`config.mk`:
```
export PLATFORM = sky130hd
export DESIGN_NAME = ofs_top
export DESIGN_NICKNAME = d
export VERILOG_FILES = /design/src/rtl/ofs_pkg.sv /design/src/rtl/ofs_top.sv /design/src/rtl/ofs_sync.sv /design/src/rtl/ofs_filter.sv
export SDC_FILE = /design/constraint.sdc
export NUM_CORES = 1
export LEC_CHECK = 0
export ABC_AREA = 1
export BUFFER_PORTS_ARGS = -buffer_cell sky130_fd_sc_hd__buf_2
export CAP_MARGIN = 10
export CORE_UTILIZATION = 30
export DETAILED_ROUTE_END_ITERATION = 8
export GPL_ROUTABILITY_DRIVEN = 0
export SYNTH_ARGS = -nofsm -noshare
export SYNTH_HDL_FRONTEND = slang
export SYNTH_SLANG_ARGS = --single-unit
```
`constraint.sdc`:
```
create_clock -name core_clk -period 2.8 [get_ports core_clk]
set_clock_uncertainty 0.15 [all_clocks]
set_input_delay 0.56 -clock core_clk [delete_from_list [all_inputs] [get_ports core_clk]]
set_output_delay 0.56 -clock core_clk [all_outputs]
set_load 0.02 [all_outputs]
```
`src/rtl/ofs_pkg.sv`:
```
// Package for the output fault supervisor: register map, field layout,
// reset values and deglitch counts.
// Assumes a 125 MHz core clock and a 32-bit Avalon-MM register slave.
package ofs_pkg;

  localparam int unsigned NUM_CH   = 5;
  localparam int unsigned CLK_MHZ  = 125;

  // Deglitch times in nanoseconds, typical figures.
  localparam int unsigned OTS_FILTER_NS  = 5000;
  localparam int unsigned SUPP_FILTER_NS = 3500;
  localparam int unsigned PUMP_FILTER_NS = 4000;
  localparam int unsigned OTS_FILTER_CYC  = OTS_FILTER_NS * CLK_MHZ / 1000;
  localparam int unsigned SUPP_FILTER_CYC = SUPP_FILTER_NS * CLK_MHZ / 1000;
  localparam int unsigned PUMP_FILTER_CYC = PUMP_FILTER_NS * CLK_MHZ / 1000;
  localparam int unsigned FILT_W = 10;

  // Byte addresses of the registers.
  localparam logic [5:0] ADDR_QUICK   = 6'h04;
  localparam logic [5:0] ADDR_CH_BASE = 6'h08;
  localparam logic [5:0] ADDR_DEVST   = 6'h1C;
  localparam logic [5:0] ADDR_OUTCTL  = 6'h20;
  localparam logic [5:0] ADDR_MODE    = 6'h24;
  localparam logic [5:0] ADDR_IRQ_ST  = 6'h28;
  localparam logic [5:0] ADDR_IRQ_MSK = 6'h2C;

  // Field positions.
  localparam int unsigned BIT_DFS    = 31;
  localparam int unsigned BIT_PUMP   = 8;
  localparam int unsigned BIT_CH_ON  = 0;
  localparam int unsigned BIT_CH_OTS = 1;
  localparam int unsigned BIT_LOW    = 0;
  localparam int unsigned BIT_HIGH   = 1;

  // Reset values.
  localparam logic [4:0] OUTCTL_RST = 5'h00;
  localparam logic       FAIL_RST   = 1'b0;
  localparam logic [7:0] MASK_RST   = 8'h00;

  // Interrupt status layout: bits 4:0 channel shutdowns, 5 low, 6 high, 7 pump.
  localparam int unsigned IRQ_W = 8;

  typedef struct packed {
    logic [4:0] over_temp;
    logic       supply_low;
    logic       supply_high;
    logic       pump_bad;
  } ofs_cond_s;

  typedef enum logic [1:0] {
    OFS_RUN      = 2'b00,
    OFS_BLOCKED  = 2'b01,
    OFS_PUMP_UP  = 2'b10
  } ofs_gate_e;

endpackage

```
`src/rtl/ofs_top.sv`:
```
// Output fault supervisor for a five-channel high-side switch: filters
// faults, gates outputs and keeps latched status for software.
// Assumes raw fault inputs are asynchronous and software uses Avalon-MM.
//
// Functional notes
// - Filtered over-temperature switches its channel off.
// - Over-temperature flagged in quick and channel status.
// - Over-temperature flag clears after condition gone, read.
// - Fail mode: over-temperature restart needs mode transition.
// - Undervoltage sets summary flag and supply-low flag.
// - Supply-low clears after recovery and status read.
// - Fail mode autorestarts outputs after undervoltage.
// - Overvoltage sets summary flag and supply-high flag.
// - Supply-high clears after recovery and status read.
// - Supply faults deglitched by filter interval.
// - Outputs off until pump settles; commands held.
// - Filtered pump fault disables all outputs.
// - Pump fault sets summary and pump fault flag.
// - Commands during pump fault execute when valid.
// - Pump fault flag clears after recovery, quick read.
module ofs_top (
  input  wire logic                core_clk,
  input  wire logic                reset,
  input  wire logic                clk_en,
  input  wire ofs_pkg::ofs_cond_s  cond_raw,
  input  wire logic                pump_settled_raw,
  input  wire logic [5:0]          avs_address,
  input  wire logic                avs_read,
  input  wire logic                avs_write,
  input  wire logic [31:0]         avs_writedata,
  input  wire logic [3:0]          avs_byteenable,
  output logic [31:0]              avs_readdata,
  output logic                     avs_waitrequest,
  output logic [1:0]               avs_response,
  output logic [4:0]               out_on,
  output logic [4:0]               inrush_current_window,
  output logic                     irq
);
  import ofs_pkg::*;

  // Synchronised and filtered fault conditions.
  ofs_cond_s         cond_sync;
  logic              pump_settled_sync;
  logic [4:0]        over_temp_shutdown;
  logic              supply_low_cond;
  logic              supply_high_cond;
  logic              pump_bad_cond;

  // Latched status flags.
  logic [4:0]        ots_flag;
  logic              supply_low_flag;
  logic              supply_high_flag;
  logic              pump_fault_flag;
  // Command, block and mode state.
  logic [4:0]        ots_block;
  logic              low_block;
  logic [4:0]        cmd_on;
  logic              fail_mode;
  logic              fail_mode_q;
  // Interrupt and output state.
  logic [IRQ_W-1:0]  irq_status;
  logic [IRQ_W-1:0]  irq_mask;
  logic [4:0]        out_q;
  ofs_gate_e         gate_state;

  // Raw comparator levels come from analog sense logic, so each crosses two
  // flops before any decision; this adds two cycles to every reaction time.
  ofs_sync #(.W(9)) u_sync (
    .core_clk (core_clk),
    .reset    (reset),
    .clk_en   (clk_en),
    .async_in ({cond_raw, pump_settled_raw}),
    .sync_out ({cond_sync, pump_settled_sync})
  );

  // Per-channel over-temperature deglitch.
  // Each channel keeps its own filter so one hot channel never delays another.
  genvar g;
  generate
    for (g = 0; g < 5; g++) begin : g_ots
      ofs_filter #(.CYC(OTS_FILTER_CYC)) u_f (
        .core_clk (core_clk),
        .reset    (reset),
        .clk_en   (clk_en),
        .raw      (cond_sync.over_temp[g]),
        .filt     (over_temp_shutdown[g])
      );
    end
  endgenerate

  // Supply faults are filtered apart, so a brief overvoltage never hides
  // an undervoltage that follows it.
  ofs_filter #(.CYC(SUPP_FILTER_CYC)) u_f_low (
    .core_clk (core_clk),
    .reset    (reset),
    .clk_en   (clk_en),
    .raw      (cond_sync.supply_low),
    .filt     (supply_low_cond)
  );

  ofs_filter #(.CYC(SUPP_FILTER_CYC)) u_f_high (
    .core_clk (core_clk),
    .reset    (reset),
    .clk_en   (clk_en),
    .raw      (cond_sync.supply_high),
    .filt     (supply_high_cond)
  );

  // Pump validity filter; a flicker shorter than the filter never blocks outputs.
  ofs_filter #(.CYC(PUMP_FILTER_CYC)) u_f_pump (
    .core_clk (core_clk),
    .reset    (reset),
    .clk_en   (clk_en),
    .raw      (cond_sync.pump_bad),
    .filt     (pump_bad_cond)
  );

  // Bus decode; every access answers in the cycle after it is seen.
  // Decode reads the held request directly, since the master keeps address
  // and data steady until the answer edge.
  // Writes act only with byte lane 0 enabled, since every writable field sits in it.
  wire        acc        = (avs_read | avs_write) & avs_waitrequest & clk_en;
  wire        do_wr      = avs_write & acc & avs_byteenable[0];
  wire        do_rd      = avs_read & acc;
  wire [5:0]  ch_off     = avs_address - ADDR_CH_BASE;
  wire        hit_ch     = (avs_address >= ADDR_CH_BASE) && (avs_address < ADDR_DEVST)
                           && (avs_address[1:0] == 2'b00);
  wire [2:0]  ch_idx     = ch_off[4:2];
  wire        hit_quick  = avs_address == ADDR_QUICK;
  wire        hit_devst  = avs_address == ADDR_DEVST;
  wire        hit_outctl = avs_address == ADDR_OUTCTL;
  wire        hit_mode   = avs_address == ADDR_MODE;
  wire        hit_ist    = avs_address == ADDR_IRQ_ST;
  wire        hit_imsk   = avs_address == ADDR_IRQ_MSK;
  wire        hit_any    = hit_ch | hit_quick | hit_devst | hit_outctl | hit_mode
                           | hit_ist | hit_imsk;
  wire        rd_quick   = do_rd & hit_quick;
  wire        rd_devst   = do_rd & hit_devst;
  wire        rd_ist     = do_rd & hit_ist;
  wire        dev_fault  = supply_low_flag | supply_high_flag | pump_fault_flag;

  // Channel-addressed decode, one strobe per channel.
  // An output control write counts as an on-bit write for every channel;
  // ch_idx only means something while hit_ch is high.
  logic [4:0] wr_ch_on;
  logic [4:0] rd_ch;
  logic [4:0] new_on;
  generate
    for (g = 0; g < 5; g++) begin : g_dec
      assign wr_ch_on[g] = (do_wr & hit_ch & (ch_idx == 3'(g))) | (do_wr & hit_outctl);
      assign rd_ch[g]    = do_rd & hit_ch & (ch_idx == 3'(g));
      assign new_on[g]   = hit_outctl ? avs_writedata[g] : avs_writedata[BIT_CH_ON];
    end
  endgenerate

  // A mode change in either direction counts as a mode transition.
  wire        mode_trans = fail_mode != fail_mode_q;

  // Per-channel flags: set wins over a clearing read.
  logic [4:0] next_ots_flag;
  logic [4:0] next_ots_block;
  logic [4:0] next_cmd_on;
  generate
    for (g = 0; g < 5; g++) begin : g_flag
      assign next_ots_flag[g] = over_temp_shutdown[g] |
                                (ots_flag[g] & ~rd_ch[g]);
      // Block holds until an on-bit rewrite in normal mode or any mode transition.
      // The transition is seen a cycle after the mode bit moves, so it must not
      // depend on the new mode, or leaving fail mode would never free a channel.
      assign next_ots_block[g] = over_temp_shutdown[g] |
                                 (ots_block[g] & ~(mode_trans |
                                                   (~fail_mode & wr_ch_on[g])));
      assign next_cmd_on[g] = wr_ch_on[g] ? new_on[g] : cmd_on[g];
    end
  endgenerate

  // Channel flag, block and command registers.
  always_ff @(posedge core_clk) begin
    if (reset) begin
      ots_flag  <= '0;
      ots_block <= '0;
      cmd_on    <= OUTCTL_RST;
    end else if (clk_en) begin
      ots_flag  <= next_ots_flag;
      ots_block <= next_ots_block;
      cmd_on    <= next_cmd_on;
    end
  end

  // Device flags clear only once the filtered condition is gone.
  // A read that meets a still-present condition leaves the flag set, so
  // software is sure to see the flag high at least once.
  wire next_low_flag  = supply_low_cond | (supply_low_flag & ~rd_devst);
  wire next_high_flag = supply_high_cond | (supply_high_flag & ~rd_devst);
  wire next_pump_flag = pump_bad_cond | (pump_fault_flag & ~rd_quick);
  // Normal mode needs an on-bit write after undervoltage; fail mode restarts itself.
  wire next_low_block = ~fail_mode & (supply_low_cond |
                        (low_block & ~(|wr_ch_on)));

  // Device flag and undervoltage block registers.
  always_ff @(posedge core_clk) begin
    if (reset) begin
      supply_low_flag  <= 1'b0;
      supply_high_flag <= 1'b0;
      pump_fault_flag  <= 1'b0;
      low_block        <= 1'b0;
    end else if (clk_en) begin
      supply_low_flag  <= next_low_flag;
      supply_high_flag <= next_high_flag;
      pump_fault_flag  <= next_pump_flag;
      low_block        <= next_low_block;
    end
  end

  // Mode bit and its copy one cycle late; the two differ for one cycle per change.
  always_ff @(posedge core_clk) begin
    if (reset) begin
      fail_mode   <= FAIL_RST;
      fail_mode_q <= FAIL_RST;
    end else if (clk_en) begin
      fail_mode_q <= fail_mode;
      if (do_wr && hit_mode) begin
        fail_mode <= avs_writedata[0];
      end
    end
  end

  // Pump gate: held commands wait rather than being dropped.
  // Limitation: the settle input is watched only after reset; a later loss of
  // the pump is left to the pump fault comparator.
  ofs_gate_e next_gate;
  always_comb begin
    next_gate = gate_state;
    case (gate_state)
      OFS_PUMP_UP: if (pump_settled_sync && !pump_bad_cond) next_gate = OFS_RUN;
      OFS_RUN:     if (pump_bad_cond) next_gate = OFS_BLOCKED;
      OFS_BLOCKED: if (!pump_bad_cond) next_gate = OFS_RUN;
      default:     next_gate = OFS_PUMP_UP;
    endcase
  end

  // Pump gate state register.
  always_ff @(posedge core_clk) begin
    if (reset) begin
      gate_state <= OFS_PUMP_UP;
    end else if (clk_en) begin
      gate_state <= next_gate;
    end
  end

  // Output drive: commanded, not blocked, supply present, pump valid.
  // Trade-off: a hot channel is dropped through the next block value, so it
  // goes off in the cycle the filter fires at the cost of a longer path.
  wire        pump_ok  = gate_state == OFS_RUN;
  wire [4:0]  next_out = cmd_on & ~ots_block & ~next_ots_block
                         & {5{pump_ok & ~supply_low_cond & ~low_block}};
  // Rising edge of an output starts the inrush window, also after deferral.
  wire [4:0]  next_inrush = next_out & ~out_q;

  // Output registers; out_q is an inner copy so the edge detector reads no port.
  always_ff @(posedge core_clk) begin
    if (reset) begin
      out_q                 <= '0;
      out_on                <= '0;
      inrush_current_window <= '0;
    end else if (clk_en) begin
      out_q                 <= next_out;
      out_on                <= next_out;
      inrush_current_window <= next_inrush;
    end
  end

  // Interrupt sources: new rising events of each latched flag.
  // A fault that stays present raises one event, not one per cycle.
  wire [IRQ_W-1:0] irq_evt = {pump_bad_cond & ~pump_fault_flag,
                              supply_high_cond & ~supply_high_flag,
                              supply_low_cond & ~supply_low_flag,
                              over_temp_shutdown & ~ots_flag};
  wire [IRQ_W-1:0] next_irq_st = irq_evt | (irq_status & {IRQ_W{~rd_ist}});

  // Read data mux; summary flag appears in the quick, channel and device status registers, not in interrupt status.
  // Unmapped addresses read as zero; the response code tells software why.
  logic [31:0] rd_mux;
  always_comb begin
    rd_mux = 32'h0000_0000;
    if (hit_quick) begin
      rd_mux[4:0]      = ots_flag;
      rd_mux[BIT_PUMP] = pump_fault_flag;
      rd_mux[BIT_DFS]  = dev_fault;
    end else if (hit_ch) begin
      rd_mux[BIT_CH_ON]  = cmd_on[ch_idx];
      rd_mux[BIT_CH_OTS] = ots_flag[ch_idx];
      rd_mux[BIT_DFS]    = dev_fault;
    end else if (hit_devst) begin
      rd_mux[BIT_LOW]  = supply_low_flag;
      rd_mux[BIT_HIGH] = supply_high_flag;
      rd_mux[BIT_DFS]  = dev_fault;
    end else if (hit_outctl) begin
      rd_mux[4:0] = cmd_on;
    end else if (hit_mode) begin
      rd_mux[0] = fail_mode;
    end else if (hit_ist) begin
      rd_mux[IRQ_W-1:0] = irq_status;
    end else if (hit_imsk) begin
      rd_mux[IRQ_W-1:0] = irq_mask;
    end
  end

  // Bus answer registers; waitrequest drops for exactly one cycle.
  always_ff @(posedge core_clk) begin
    if (reset) begin
      avs_waitrequest <= 1'b1;
      avs_readdata    <= 32'h0000_0000;
      avs_response    <= 2'b00;
    end else if (clk_en) begin
      avs_waitrequest <= ~acc;
      if (acc) begin
        avs_readdata <= rd_mux;
        avs_response <= hit_any ? 2'b00 : 2'b11;
      end
    end
  end

  // Interrupt registers; the output is registered so it never glitches while
  // status and mask settle in the same cycle.
  always_ff @(posedge core_clk) begin
    if (reset) begin
      irq_status <= '0;
      irq_mask   <= MASK_RST;
      irq        <= 1'b0;
    end else if (clk_en) begin
      irq_status <= next_irq_st;
      if (do_wr && hit_imsk) begin
        irq_mask <= avs_writedata[IRQ_W-1:0];
      end
      irq <= |(next_irq_st & irq_mask);
    end
  end

endmodule

```
`src/rtl/ofs_sync.sv`:
```
// Two-flop synchroniser for asynchronous fault comparator inputs.
// Assumes the input arrives from analog sense logic outside core_clk.
module ofs_sync #(
  parameter int unsigned W = 1
) (
  input  wire logic         core_clk,
  input  wire logic         reset,
  input  wire logic         clk_en,
  input  wire logic [W-1:0] async_in,
  output logic      [W-1:0] sync_out
);

  logic [W-1:0] stage1;

  // First stage feeds only the second stage to contain metastability.
  always_ff @(posedge core_clk) begin
    if (reset) begin
      stage1   <= '0;
      sync_out <= '0;
    end else if (clk_en) begin
      stage1   <= async_in;
      sync_out <= stage1;
    end
  end

endmodule

```
`src/rtl/ofs_filter.sv`:
```
// Deglitch filter: the output follows the input only after it has held
// steady for CYC cycles.
// Assumes a synchronised input on core_clk.
module ofs_filter #(
  parameter int unsigned CYC = 16
) (
  input  wire logic core_clk,
  input  wire logic reset,
  input  wire logic clk_en,
  input  wire logic raw,
  output logic      filt
);
  import ofs_pkg::*;

  logic [FILT_W-1:0] cnt;
  localparam logic [FILT_W-1:0] LAST = FILT_W'(CYC - 1);

  // Counter restarts whenever the input agrees with the output, so short glitches never pass.
  always_ff @(posedge core_clk) begin
    if (reset) begin
      cnt  <= '0;
      filt <= 1'b0;
    end else if (clk_en) begin
      if (raw == filt) begin
        cnt <= '0;
      end else if (cnt == LAST) begin
        cnt  <= '0;
        filt <= raw;
      end else begin
        cnt <= cnt + 1'b1;
      end
    end
  end

endmodule

```
Word-level counts from Yosys, hierarchy flattened
Cells that the tools add are included.
Cells by class
  $add $sub $neg: 9
  magnitude comparators: 3
  equal/unequal tests: 32
  muxes and demuxes: 50
  bitwise operators: 120
  reductions and logical operators: 28
Operators by type and width (count)
  $mux 10: 16
  $add 10x1->10 const B: 8
  $mux 8: 7
  $eq 10x10->1 const B: 5
  $and 1x1->1: 46
  $or 1x1->1: 33
  $eq 10x9->1 const B: 3
  $not 1->1: 29
  $and 5x5->5: 5
  $eq 6x6->1 const B: 4
  $reduce_and 3->1: 8
  $not 5->5: 4
  $and 8x8->8: 2
  $reduce_and 2->1: 8
  $mux 2: 6
  $mux 6: 2
  $mux 1: 11
  $mux 5: 2
  $eq 1x1->1: 8
  $or 8x8->8: 1
  $reduce_or 8->1: 1
  $mux 7: 1
  $bmux 1 s3: 2
  $eq 3x2->1 const B: 2
  21 further kinds: 28
Word-level totals
  register bits: 169
  bits of input ports: 56
  output and inout port bits: 46
  logic and storage cells: 282

Longest topological paths before layout
Gate-level depths: netlist of the first run.
  depth after elaboration: 17
  gate-level depth with buffers: 11
  gate-level depth less buffers: 11

By module
A second synthesis of the first run with hierarchy kept.
Second synthesis, totals
  cells, all modules: 1441
  area total of the unflattened synthesis: 9429.0 um^2
Modules (own cells, without submodules)
  ofs_filter (g_ots[0].u_f ...): instances 5, cells an instance 103, area each 674.4 um^2, seq. area each 220.2 um^2
  ofs_top: instances 1, cells an instance 510, area each 3316.9 um^2, seq. area each 1241.2 um^2
  ofs_filter (u_f_high ...): instances 2, cells an instance 100, area each 668.1 um^2, seq. area each 220.2 um^2
  ofs_sync: instances 1, cells an instance 114, area each 762.0 um^2, seq. area each 360.3 um^2
  ofs_filter (u_f_pump): instances 1, cells an instance 102, area each 641.9 um^2, seq. area each 220.2 um^2

Least setup slack after synthesis of the first run
OpenSTA, ideal clock, no wires.
  path type: input-to-reg
  start point: input port clk_en
  end point: register low_block
  library setup time: 132 ps
  arrival: 1511 ps
  required time: 2518 ps
  slack: 1007 ps
  stages on the path: 11
  path buffers: 2
  path through: buf_4 -> nand2_2 -> nor2_1 -> buf_2 -> nand2_2 -> nand2_1 -> nor2_1 -> nand2_1 -> nand2_1 -> nand2_1 -> a21oi_1
On the way
  word-level cells in the longest chain between the ends: 11
  elaborated cells on any way between the ends: 20
  those cells by class: bitwise: 19; reduce/logical: 1
Ends and longest elaborated chain
  start, declared: RTL line ofs_top.sv:24  | input wire logic clk_en,
  $and 1x1->1: RTL line ofs_top.sv:122  | wire acc = (avs_read | avs_write) & avs_waitrequest & clk_en;
  $and 1x1->1 (2 in a row): RTL line ofs_top.sv:123  | wire do_wr = avs_write & acc & avs_byteenable[0];
  $and 1x1->1 (2 in a row): RTL line ofs_top.sv:150  | assign wr_ch_on[g] = (do_wr & hit_ch & (ch_idx == 3'(g))) | (do_wr & hit_outctl);
  $or 1x1->1: RTL line ofs_top.sv:150
  $reduce_or 5->1: RTL line ofs_top.sv:198  | (low_block & ~(|wr_ch_on)));
  $not 1->1: RTL line ofs_top.sv:198
  $and 1x1->1: RTL line ofs_top.sv:198
  $or 1x1->1: RTL line ofs_top.sv:197  | wire next_low_block = ~fail_mode & (supply_low_cond |
  $and 1x1->1: RTL line ofs_top.sv:197
  end signal, assigned: RTL line ofs_top.sv:211  | low_block <= next_low_block;
  end, declared: RTL line ofs_top.sv:56  | logic low_block;
Several ways; a longest one is shown, not always the timed one.
A chain may end at the register's enable or synchronous reset.

Worst setup path in the final report of the first run
  start point: register u_f_high.cnt[0]
  end point: register u_f_high.cnt[7]
On the way
  word-level cells in the longest chain between the ends: 3
  elaborated cells on any way between the ends: 4
  those cells by class: add/sub: 1; eq/ne: 1; mux: 2
Ends and longest elaborated chain
  start, declared: RTL line ofs_filter.sv:15  | logic [FILT_W-1:0] cnt;
  start signal, assigned: RTL line ofs_filter.sv:30  | cnt <= cnt + 1'b1;
  $add 10x1->10 / $eq 10x9->1 (equally long branches): RTL line ofs_filter.sv:30, ofs_filter.sv:26
  $mux 10 (*): RTL line ofs_filter.sv:26  | end else if (cnt == LAST) begin
  $mux 10 (*): RTL line ofs_filter.sv:24  | if (raw == filt) begin
Every way passes the cells marked *; elsewhere a longest branch is shown, timed or not.

==> results, run 1 <==
- The run finished with clean final reports.
- For the worst setup path, the data required time is 2.96 ns.
- Measured against its own limit, the worst slew margin works out to 0.595.
- The number of I/O port buffers is 52.
- The number of setup buffers added after CTS is 0.
- The post-synth design cell area is 8490 µm².
- The signal on the critical path passes through inv_1 -> ha_1 -> nand3_1 -> nor3_1 -> nand3_1 -> nand2_1 -> clkinv_1 -> o21ai_0 -> a21oi_1.
- The total count of hold-check failures in the final report is 0.
- For this run, the number of Yosys warnings is 0.
- The deepest clock path buffer count is 2.
- The final setup violation count is 0.
- In this design, the critical path's most frequently occurring cell is sky130_fd_sc_hd__nand3_1.
- The final instance count without filler cells is 1697.
- From synthesis to final layout, the design area changed by 14.1%.
- The floorplan step set the die width to 170 µm.
- Across the run, the number of max-cap violations was 0.
- IR analysis of the VDD net gives a maximum drop of 0.405 mV.
- The worst setup path is of the reg2reg kind.
- The cell count after synthesis is 1270.
- The number of nets in the final layout is 1380.
- The count of nets left with antenna violations once routing finished came out at 0.
- The minimum clock period is 1.80 ns.
- The number of max-slew violations in the final report is 0.
- The worst path setup slack after routing is 1.00 ns.
- After clock tree synthesis, the repair step resized 0 gates.
- The post-route DRC violation count is 0.
- The first TritonRoute pass finished after 5 iterations.
- The overall track demand over capacity in global routing is 0.152.
- The kind of cell with the highest combined delay along the critical path is simple AND/OR/NAND/NOR gates.
- After detailed placement, the design holds a cell count of 1668.
- The kind of start point of the critical path is a flop.
- Clock-pin slew was measured on the worst setup and hold paths at 0.06 ns.
- The startpoint identified for the worst register-to-register timing path is u_f_high.cnt[0].
- The total wirelength of the detailed-routed design is 21100 µm.
- The via count of the first global-routing pass is 7397.
- The floorplan has 61 rows.
- The insertion delay of the later-clocked pin in the worst-skew pair is 0.43 ns.
- The vertical extent of the die is 170 µm.
- The tree built by TritonCTS fans out to 168 sinks.
- The number of top-level pins is 102.
- The class of the worst hold path is in2reg.
- The maximum cell stage delay along the critical path is 0.33 ns.
- The largest fanout of any net on the critical path is 9.
- The number of clock buffers added by TritonCTS is 17.
- sky130_fd_sc_hd__nand2_1 is the most common cell in the netlist.
- The H-tree depth is 4.
- The root buffer cell chosen for the clock tree is sky130_fd_sc_hd__clkbuf_16.
- The number of synthesized register bits is 168.
- The reported leakage power is 3.63 nW.
- The detailed router finished its first iteration with 433 violations.
- The final cell utilization of the core is 0.349.
- The worst-margin pin slew is 0.601 ns.
- The biggest area contributor in the post-synthesis netlist is sky130_fd_sc_hd__dfxtp_1.
- For this design, the slowest cell found on the critical path is sky130_fd_sc_hd__dfxtp_1.
- The total overflow reported by the global router is 0.
- The mean instance size in the synthesized netlist is 6.69 µm².
- The area fraction of the dominant cell type after synthesis is 0.396.
- The pre-CTS worst setup slack is 0.648 ns.
- The most frequently used flop master after synthesis is sky130_fd_sc_hd__dfxtp_1.
- The number of antenna violations at the first check in global routing came to 0.
- The maximum clock frequency is 556 MHz.
- The HPWL after detailed placement is 14600 µm.
- Counting distinct cell types in the post-synthesis netlist gives 40.
- The number of enable-type register cells in the synthesized netlist is 0.
- The buffer and inverter count on the worst path is 2.
- The data arrival time at the worst-slack endpoint is 1.96 ns.
- Setup repair after global routing left no endpoint under its margin.
- The async set or reset register ratio after synthesis is 0.
- Of the available clock period, the critical path in the final layout requires 0.643.
- The global-route wire length before repair is 35300 µm.
- The final routed wire length divided by cell count is 12.4 µm.
- Dividing the detail-routed via count by the number of cells gives 4.68.
- The critical path startpoint is u_f_high.cnt[0].
- The placeable core region is 27800 µm².
- The number of hold buffers added after CTS was 0.
- The CTS tree is yes.
- Ranked by total cell area, the synthesized netlist is headed by sky130_fd_sc_hd__dfxtp_1, sky130_fd_sc_hd__nand2_1, sky130_fd_sc_hd__a21oi_1.
- The initial cell density of the core is 0.306.
- The die footprint is 29000 µm².
- The share of the Yosys chip area taken by registers is 0.396.
- The routed layout has 7944 vias.
- The power density normalized to cell area is 555 nW/µm².
- The commonest cells after synthesis are sky130_fd_sc_hd__nand2_1, sky130_fd_sc_hd__dfxtp_1, sky130_fd_sc_hd__nor2_1, sky130_fd_sc_hd__a21oi_1, sky130_fd_sc_hd__inv_1.
- After routing, the total negative slack on setup checks comes to 0 ns.
- The category of the worst setup path capture point is a flop.
- The fraction of final layout cells sized beyond drive strength 1 is 0.100.
- The number of antenna diodes in the final layout is 0.
- The startpoint of the lowest-slack hold path is cond_raw[1].
- The largest net degree at the start of global routing is 90.
## worst reg2reg max path, stage by stage (launching register included)
cell,delay (ns)
sky130_fd_sc_hd__dfxtp_1,0.33
sky130_fd_sc_hd__inv_1,0.09
sky130_fd_sc_hd__ha_1,0.16
sky130_fd_sc_hd__nand3_1,0.08
sky130_fd_sc_hd__nor3_1,0.14
sky130_fd_sc_hd__nand3_1,0.16
sky130_fd_sc_hd__nand2_1,0.12
sky130_fd_sc_hd__clkinv_1,0.22
sky130_fd_sc_hd__o21ai_0,0.16
sky130_fd_sc_hd__a21oi_1,0.08
## worst paths after layout
check                                  end  slack (ns)  cells past startpoint
setup / recovery           u_f_high.cnt[7]        1.00                      9
hold / removal            u_sync.stage1[2]        0.21                      3
setup reg to reg           u_f_high.cnt[7]        1.00                      9
hold reg to reg   inrush_current_window[4]        0.31                      2
## per-stage QoR
step	instance area, µm²	hold slack, ns	total power [mW]
3_3_place_gp	9060	0.297	2.91
3_5_place_dp	9060	0.305	2.91
5_1_grt	9690	0.215	5.60
4_1_cts	9690	0.193	5.44
6_report	9690	0.207	5.37
2_1_floorplan	8570	0.284	2.81
## power breakdown
group / switching [mW] / total [mW] / internal (mW) / leakage [nW]
clock: 0.941 / 2.52 / 1.58 / 0.305
combinational: 0.274 / 0.382 / 0.109 / 1.96
sequential: 0.0323 / 2.47 / 2.44 / 1.36
## logic make-up after synthesis
family | after synthesis | share of synthesized area
and+or+nand+nor | 571 | 0.282
AOI/OAI and AO/OA | 305 | 0.191
other | 1 | 0.000442
xor gates and xnor gates | 4 | 0.00413
adders and majority gates | 15 | 0.0221
buffers and inverters | 206 | 0.105
DFF | 168 | 0.396
## placed cells by master, fill, tap and decap left out, types with 2 or more instances in the layout
| master | synthesis | routed |
|---|---|---|
| sky130_fd_sc_hd__nand2_1 | 305 | 305 |
| sky130_fd_sc_hd__dfxtp_1 | 168 | 168 |
| sky130_fd_sc_hd__nor2_1 | 144 | 144 |
| sky130_fd_sc_hd__a21oi_1 | 138 | 138 |
| sky130_fd_sc_hd__inv_1 | 126 | 125 |
| sky130_fd_sc_hd__o21ai_0 | 122 | 122 |
| sky130_fd_sc_hd__buf_2 | 11 | 52 |
| sky130_fd_sc_hd__nand3_1 | 50 | 50 |
| sky130_fd_sc_hd__conb_1 | 1 | 22 |
| sky130_fd_sc_hd__nor3_1 | 18 | 18 |
| sky130_fd_sc_hd__nand4_1 | 18 | 18 |
| sky130_fd_sc_hd__clkbuf_16 | 0 | 17 |
| sky130_fd_sc_hd__ha_1 | 15 | 15 |
| sky130_fd_sc_hd__o31ai_1 | 13 | 13 |
| sky130_fd_sc_hd__or2_2 | 12 | 12 |
| sky130_fd_sc_hd__buf_4 | 24 | 11 |
| sky130_fd_sc_hd__inv_2 | 10 | 10 |
| sky130_fd_sc_hd__nor2_2 | 7 | 7 |
| sky130_fd_sc_hd__a31oi_1 | 7 | 7 |
| sky130_fd_sc_hd__o21ai_1 | 6 | 6 |
| sky130_fd_sc_hd__clkinv_1 | 4 | 4 |
| sky130_fd_sc_hd__o22ai_1 | 4 | 4 |
| sky130_fd_sc_hd__a211oi_1 | 4 | 4 |
| sky130_fd_sc_hd__bufinv_16 | 0 | 4 |
| sky130_fd_sc_hd__clkbuf_8 | 0 | 4 |
| sky130_fd_sc_hd__and3_1 | 3 | 3 |
| sky130_fd_sc_hd__xnor2_1 | 3 | 3 |
| sky130_fd_sc_hd__nor2_4 | 3 | 3 |
| sky130_fd_sc_hd__nand2_2 | 3 | 3 |
| sky130_fd_sc_hd__nand3b_1 | 3 | 3 |
| sky130_fd_sc_hd__a22oi_1 | 3 | 3 |
| sky130_fd_sc_hd__a221oi_1 | 3 | 3 |
| sky130_fd_sc_hd__nand3_2 | 2 | 2 |
| sky130_fd_sc_hd__nor3b_1 | 2 | 2 |
| sky130_fd_sc_hd__a311oi_1 | 2 | 2 |
| sky130_fd_sc_hd__buf_12 | 0 | 2 |
## metal layers
metal / GRT usage / routed length, µm
met5: 0 / 0
met4: 0.0396 / 269
met2: 0.264 / 10200
met1: 0.188 / 9790
met3: 0.0326 / 799
## sequential cells by signal, indices dropped and copies added, names as in the netlist, 2 cells and up
| register | cells |
|---|---|
| u_sync.stage1 | 9 |
| out_q | 5 |
| g_ots.u_f.cnt | 50 |
| u_f_low.cnt | 10 |
| irq_mask | 8 |
| u_sync.sync_out | 9 |
| ots_block | 5 |
| inrush_current_window | 5 |
| gate_state | 2 |
| u_f_high.cnt | 10 |
| irq_status | 8 |
| u_f_pump.cnt | 10 |
| ots_flag | 5 |
| cmd_on | 5 |
| avs_readdata | 10 |
| g_ots.u_f.filt | 5 |
## cell type report
type	instances	area [µm²]
fillers	2997	18100
multi-input cells	917	4320
flip-flops and latches	168	3360
inverters	140	528
clock buffers	22	484
well taps	378	473
repair buffers	65	383
clock inverters	7	141
(Power assumes the default switching activity.)
==> run 2, diff against run 1 <==
- clock period: 2.8 -> 1.45 ns (I/O delays scaled with it)
==> results, run 2 (synthesized netlist as in run 1, its figures left out) <==
- The CTS buffer count was 17 (unchanged).
- The global-route wire length before repair is 40500 µm (+15%).
- The data arrival time at the worst-slack endpoint is 1.80 ns (-0.16 ns).
- The vias per cell is 4.79 (+2.4%).
- The met1 global-route usage was 0.218 (+0.0305).
- The half-perimeter wire length of the detailed placement result came to 16800 µm (+15%).
- The startpoint of the lowest-slack hold path is avs_writedata[0].
- The total wirelength of the detailed-routed design was 26200 µm (+24%).
- The sequential cell area is 3450 µm² (+2.5%).
- The H-tree depth is 4 (unchanged).
- The kind of start point of the critical path is a flop.
- The met3 demand-to-capacity share in global routing is 0.0244 (-0.00814).
- The cell count after placement was 1841 (+10%).
- The final antenna diode count was 0 (unchanged).
- The cell count of the worst hold path is 3 (unchanged).
- The sink count of the clock tree came to 168 (unchanged).
- The power density normalized to cell area came to 815 nW/µm² (+47%).
- The area of all placed cells without fillers is 13000 µm² (+35%).
- The number of antenna-violating nets in the routed design is 0 (unchanged).
- The fraction of final layout cells sized beyond drive strength 1 was 0.422 (+0.322).
- The via count of the routed design was 9222 (+16%).
- The minimum clock period is 1.64 ns (-0.162 ns).
- The worst path setup slack after routing came to -0.187 ns (-1.19 ns).
- The critical path required time came to 1.62 ns (-1.34 ns).
- The CTS tree is yes.
- The number of I/O port buffers is 52 (unchanged).
- The checks that failed: setup timing.
- The worst setup path is captured at a flop.
- The reg-to-reg critical path endpoint is u_f_low.cnt[8].
- The final-layout fill cell count came to 2641 (-12%).
- The final instance count without filler cells is 1924 (+13%).
- The via count of the first global-routing pass is 8602 (+16%).
- The maximum clock frequency is 611 MHz (+9.9%).
- The highest-utilization routing layer at the global route stage is met2.
- The number of flip-flops under the largest register name is 50 (unchanged).
- The die span in x is 170 µm (unchanged).
- The post-route clock period utilization is 1.13 (+0.486).
- The flow ran to the end, but the final reports show violations.
- The overall power of the completed layout is 10.6 mW (+98%).
- The area occupied by multi-input gates is 5640 µm² (+31%).
- The deepest clock path buffer count is 2 (unchanged).
- The terminating pin of the worst hold path is irq_mask[0].
- The placeable core region is 27800 µm² (unchanged).
- The number of antenna violations at the first check in global routing is 0 (unchanged).
- The layout-stage area growth over the synthesis result is 53.6%.
- The number of nets in the final layout was 1604 (+16%).
- The largest fanout of any net on the critical path is 4 (-5).
- The area after detailed placement is 10500 µm² (+16%).
- Ranked by flip-flop count, first place goes to g_ots.u_f.cnt.
- The number of max-slew violations in the final report came to 0 (unchanged).
- Clock tree synthesis selected as its root buffer the cell sky130_fd_sc_hd__clkbuf_16.
- The number of violations reported at the end of detailed-routing iteration 0 came to 471 (+8.8%).
- The pre-CTS worst setup slack is -0.300 ns (-0.948 ns).
- The initial cell density of the core came to 0.306 (unchanged).
- The cell depth of the worst flop-to-flop path is 10 (+1).
- The die footprint is 29000 µm² (unchanged).
- Setup repair after global routing could not meet its margin everywhere.
- The total count of hold-check failures in the final report is 0 (unchanged).
- The final setup violation count is 48 (+48).
- The total overflow reported by the global router is 0 (unchanged).
- The clock slew seen by the registers of the worst setup and hold paths came to 0.06 ns (about the same).
- Leaving out fill and tap cells, the most frequent cells in the layout are sky130_fd_sc_hd__nand2_1, sky130_fd_sc_hd__buf_4, sky130_fd_sc_hd__dfxtp_1.
- The number of max-cap violations is 0 (unchanged).
- The number of top-level pins is 102 (unchanged).
- The final cell utilization of the core is 0.469 (+0.121).
- The insertion delay of the later-clocked pin in the worst-skew pair is 0.42 ns (about the same).
- The worst hold slack across all endpoints is 0.0416 ns (-0.166 ns).
- The vertical extent of the die is 170 µm (unchanged).
- The row count was 61 (unchanged).
- The first-pass detailed-route iteration total came to 6 (+1).
- The overall track demand over capacity in global routing is 0.173 (+0.0212).
- The final routed wire length divided by cell count is 13.6 µm (+9.4%).
- The sum of negative setup slack is -2.31 ns (-2.31 ns).
- The met2 track utilization from global routing is 0.296 (+0.0317).
- The class of the worst hold path is in2reg.
- The maximum resistive drop on vdd is 0.972 mV (+140%).
- The critical path class is reg2reg.
- The reported leakage power is 5.14 nW (+42%).
- The launching point of the worst reg2reg path is u_f_low.cnt[1].
- The setup slack on the worst flop-to-flop path is -0.19 ns (-1.19 ns).
- The largest net degree at the start of global routing is 38 (-58%).
- Leaving out fill and tap cells, the most frequent cell in the layout is sky130_fd_sc_hd__nand2_1.
- The post-route DRC violation count is 0 (unchanged).
[run 2: layout make-up]
cell class / instances / area share
clock inverter: 9 / 0.00863
timing repair buffer: 285 / 0.174
timing repair inverter: 4 / 0.00249
multi-input combinational: 917 / 0.432
clock buffer: 23 / 0.0382
inverter: 140 / 0.0441
tap: 378 / 0.0363
sequential: 168 / 0.264
[run 2: worst max path at each step]
stage | from | to | slack, ns
after floorplan | clk_en | low_block | -0.05
after global placement | avs_address[2] | ots_block[0] | -0.31
after detailed placement | avs_address[1] | ots_block[0] | -0.30
after CTS | u_f_low.cnt[1] | u_f_low.cnt[8] | -0.13
after global routing | u_f_low.cnt[1] | u_f_low.cnt[8] | -0.28
final | u_f_low.cnt[1] | u_f_low.cnt[8] | -0.19
[run 2: report_power, final]
| group | switching, mW | internal, mW |
|---|---|---|
| Clock | 1.91 | 2.78 |
| Combinational | 0.696 | 0.476 |
| Sequential | 0.0806 | 4.70 |
| Total | 2.68 | 7.95 |
[run 2: critical path, cell delays in order (launching register included)]
cell,delay [ns]
sky130_fd_sc_hd__dfxtp_4,0.36
sky130_fd_sc_hd__inv_2,0.07
sky130_fd_sc_hd__ha_4,0.12
sky130_fd_sc_hd__nand2_2,0.05
sky130_fd_sc_hd__nor2_1,0.08
sky130_fd_sc_hd__nand4_1,0.15
sky130_fd_sc_hd__nand2_2,0.15
sky130_fd_sc_hd__or2_4,0.13
sky130_fd_sc_hd__o21ai_2,0.05
sky130_fd_sc_hd__o21ai_1,0.15
sky130_fd_sc_hd__inv_1,0.06
[run 2: what timing repair did]
item / in CTS / in global routing
setup endpoints to repair: 95 / 119
cloned: 4 / 1
resized for setup: 194 / 276
hold buffers: 16 / 0
setup buffers: 18 / 14
pin swaps: 50 / 99
endpoints found under the hold margin: 16 / 0
[run 2: per-layer routing]
layer	share of wire	wire, µm	up-vias
met5	0	0	-
met4	0.023	597	0
met3	0.033	872	48
met2	0.50	13000	182
met1	0.45	11700	4348
li1	-	-	4644
==> run 3, diff against run 2 <==
- clock period: 1.45 -> 1.7 ns (I/O delays scaled with it)
==> results, run 3 (synthesized netlist as in run 1, its figures left out) <==
- The post-route DRC violation count is 0 (unchanged).
- The signal on the critical path passes through ha_4 -> nand2_2 -> nor2_2 -> inv_2 -> nor3_4 -> or2_4 -> o21ai_0 -> o21ai_1 -> inv_1.
- The clock slew seen by the registers of the worst setup and hold paths was 0.06 ns (about the same).
- The reg-to-reg critical path endpoint is u_f_low.cnt[8].
- The largest fanout of any net on the critical path was 3 (-1).
- The first-pass detailed-route iteration total is 4 (-2).
- The vertical extent of the die is 170 µm (unchanged).
- The data arrival time at the worst-slack endpoint came to 1.78 ns (-0.02 ns).
- The maximum cell stage delay along the critical path is 0.38 ns (+0.02 ns).
- The total wirelength of the detailed-routed design is 22200 µm (-15%).
- The maximum resistive drop on vdd is 0.729 mV (-25%).
- Counting flops per register, the top entry is g_ots.u_f.cnt.
- The global-route wire length before repair is 36700 µm (-9.2%).
- The root buffer selected by CTS is sky130_fd_sc_hd__clkbuf_16.
- The worst hold slack across all endpoints was 0.0110 ns (-0.0305 ns).
- The kind of start point of the critical path is a flop.
- The area after detailed placement came to 9650 µm² (-7.9%).
- The number of nets in the final layout was 1470 (-8.4%).
- The vias per cell was 4.66 (-2.7%).
- The slowest stage cell on the critical path is sky130_fd_sc_hd__dfxtp_4.
- The most common cell after layout, fill and taps aside is sky130_fd_sc_hd__nand2_1.
- The number of max-cap violations is 0 (unchanged).
- The half-perimeter wire length of the detailed placement result came to 15700 µm (-6.8%).
- The post-route clock period utilization was 0.950 (-0.179).
- The H-tree depth was 4 (unchanged).
- The reported leakage power is 4.07 nW (-21%).
- The minimum clock period is 1.61 ns (-0.0222 ns).
- The final setup violation count is 0 (-100%).
- In this run the critical register-to-register path is launched from u_f_low.cnt[0].
- In the layout the commonest cells are sky130_fd_sc_hd__nand2_1, sky130_fd_sc_hd__dfxtp_1, sky130_fd_sc_hd__a21oi_1.
- The critical path required time came to 1.87 ns (+0.25 ns).
- On the critical path the largest part of the delay comes from simple AND/OR/NAND/NOR gates.
- The final routed wire length divided by cell count is 12.4 µm (-8.7%).
- The die span in x is 170 µm (unchanged).
- The worst hold path belongs to the class in2reg.
- By startpoint and endpoint, the worst setup path is classified as reg2reg.
- The insertion delay of the later-clocked pin in the worst-skew pair is 0.43 ns (about the same).
- The final antenna diode count was 0 (unchanged).
- The buffer and inverter count on the worst path is 2 (unchanged).
- The placeable core region is 27800 µm² (unchanged).
- The via count of the first global-routing pass is 7752 (-9.9%).
- Relative to the synthesized area, the layout overhead comes to 24.0%.
- The total count of hold-check failures in the final report is 0 (unchanged).
- The cell depth of the worst flop-to-flop path was 9 (-1).
- The number of violations reported at the end of detailed-routing iteration 0 is 451 (-4.2%).
- The number of I/O port buffers is 52 (unchanged).
- The CTS buffer count is 17 (unchanged).
- The deepest clock path buffer count is 2 (unchanged).
- Setup repair after global routing could not meet its margin everywhere.
- The setup slack on the worst flop-to-flop path came to 0.09 ns (+0.27 ns).
- The critical path starts at u_f_low.cnt[0].
- The die footprint is 29000 µm² (unchanged).
- The flow ran to the end, and the final reports show no timing, DRC or antenna violations.
- The maximum clock frequency is 619 MHz (+1.4%).
- The cell count of the worst hold path is 3 (unchanged).
- The number of max-slew violations in the final report is 0 (unchanged).
- The power density normalized to cell area came to 816 nW/µm² (about the same).
- The initial cell density of the core is 0.306 (unchanged).
- The area of all placed cells without fillers is 10500 µm² (-19%).
- TritonCTS built the clock tree.
- The overall track demand over capacity in global routing was 0.157 (-0.0159).
- The sum of negative setup slack is 0 ns (+2.31 ns).
- The fraction of final layout cells sized beyond drive strength 1 was 0.185 (-0.237).
- STA classifies the critical path endpoint as a flop.
- The via count of the routed design came to 8335 (-9.6%).
- The total overflow reported by the global router is 0 (unchanged).
- The number of antenna-violating nets in the routed design came to 0 (unchanged).
- The cell count along the critical path is 9 (-1).
- The largest net degree at the start of global routing is 80 (+110%).
- The row count is 61 (unchanged).
- The number of antenna violations at the first check in global routing came to 0 (unchanged).
- The sink count of the clock tree was 168 (unchanged).
- The number of flip-flops under the largest register name is 50 (unchanged).
- The end of the critical path is u_f_low.cnt[8].
- The number of top-level pins is 102 (unchanged).
## run 3: cell types whose count changed in the layout (fill, tap and decap cells not counted), moves of 25 or more
| cell | delta |
|---|---|
| sky130_fd_sc_hd__a21oi_1 | +44 |
| sky130_fd_sc_hd__a21oi_2 | -44 |
| sky130_fd_sc_hd__buf_4 | -95 |
| sky130_fd_sc_hd__buf_6 | -26 |
| sky130_fd_sc_hd__dfxtp_1 | +33 |
| sky130_fd_sc_hd__nand2_1 | +53 |
| sky130_fd_sc_hd__nand2_2 | -35 |
| sky130_fd_sc_hd__nand3_1 | +32 |
| sky130_fd_sc_hd__nand3_2 | -25 |
| sky130_fd_sc_hd__nor2_1 | +25 |
| sky130_fd_sc_hd__o21ai_0 | +32 |
## run 3: per-layer routing
layer / routed length (µm) / global-route usage / up-vias
li1: - / - / 4361
met1: 10200 / 0.193 / 3825
met2: 10800 / 0.270 / 122
met3: 819 / 0.0340 / 27
met4: 387 / 0.0505 / 0
met5: 0 / 0 / -
## run 3: power breakdown
| part | switching [mW] | total, mW | internal (mW) |
|---|---|---|---|
| combinational | 0.484 | 0.752 | 0.268 |
| sequential | 0.0553 | 4.07 | 4.02 |
| clock | 1.56 | 3.77 | 2.20 |
| total | 2.10 | 8.59 | 6.49 |
## run 3: how the worst min path moves through the flow
stage,from,end,slack (ns)
detailed placement,g_ots[0].u_f.cnt[8],g_ots[0].u_f.cnt[8],0.30
finish,cond_raw[7],u_sync.stage1[8],0.01
CTS,cond_raw[7],u_sync.stage1[8],0.006
global route,cond_raw[5],u_sync.stage1[6],0.007
floorplan,u_sync.sync_out[0],u_sync.sync_out[0],0.28
global placement,u_f_low.cnt[9],u_f_low.cnt[9],0.30
## run 3: final cells by class
class,count,area [µm²]
clock buffers,20,457
clock inverters,9,103
well taps,378,473
fillers,2964,17300
repair buffers,153,1090
inverters,140,543
multi-input cells,917,4480
repair inverters,2,12.5
flip-flops and latches,168,3380
## run 3: what timing repair did
action | 4_1_cts | 5_1_grt
pin swaps | 0 | 15
cloned | 0 | 2
setup endpoints to repair | 10 | 55
endpoints found under the hold margin | 8 | 0
hold buffers | 8 | 0
setup buffers | 0 | 5
gates resized for setup | 3 | 62
## run 3: worst register-to-register path, stage by stage (launching register included)
cell and delay [ns]:
sky130_fd_sc_hd__dfxtp_4 0.38, sky130_fd_sc_hd__ha_4 0.14, sky130_fd_sc_hd__nand2_2 0.06, sky130_fd_sc_hd__nor2_2 0.13, sky130_fd_sc_hd__inv_2 0.07, sky130_fd_sc_hd__nor3_4 0.18, sky130_fd_sc_hd__or2_4 0.14, sky130_fd_sc_hd__o21ai_0 0.07
sky130_fd_sc_hd__o21ai_1 0.14, sky130_fd_sc_hd__inv_1 0.05
## run 3: through the flow
step / cells / utilization / total power, mW / setup slack, ns
floorplan: 1291 / - / 4.64 / 0.107
finish: 1787 / 0.379 / 8.59 / 0.0851
global route: 1787 / 0.379 / 8.92 / -0.0559
CTS: 1780 / 0.371 / 8.66 / 0.0278
global placement: 1743 / 0.347 / 4.87 / -0.0788
detailed placement: 1743 / 0.347 / 4.88 / -0.102
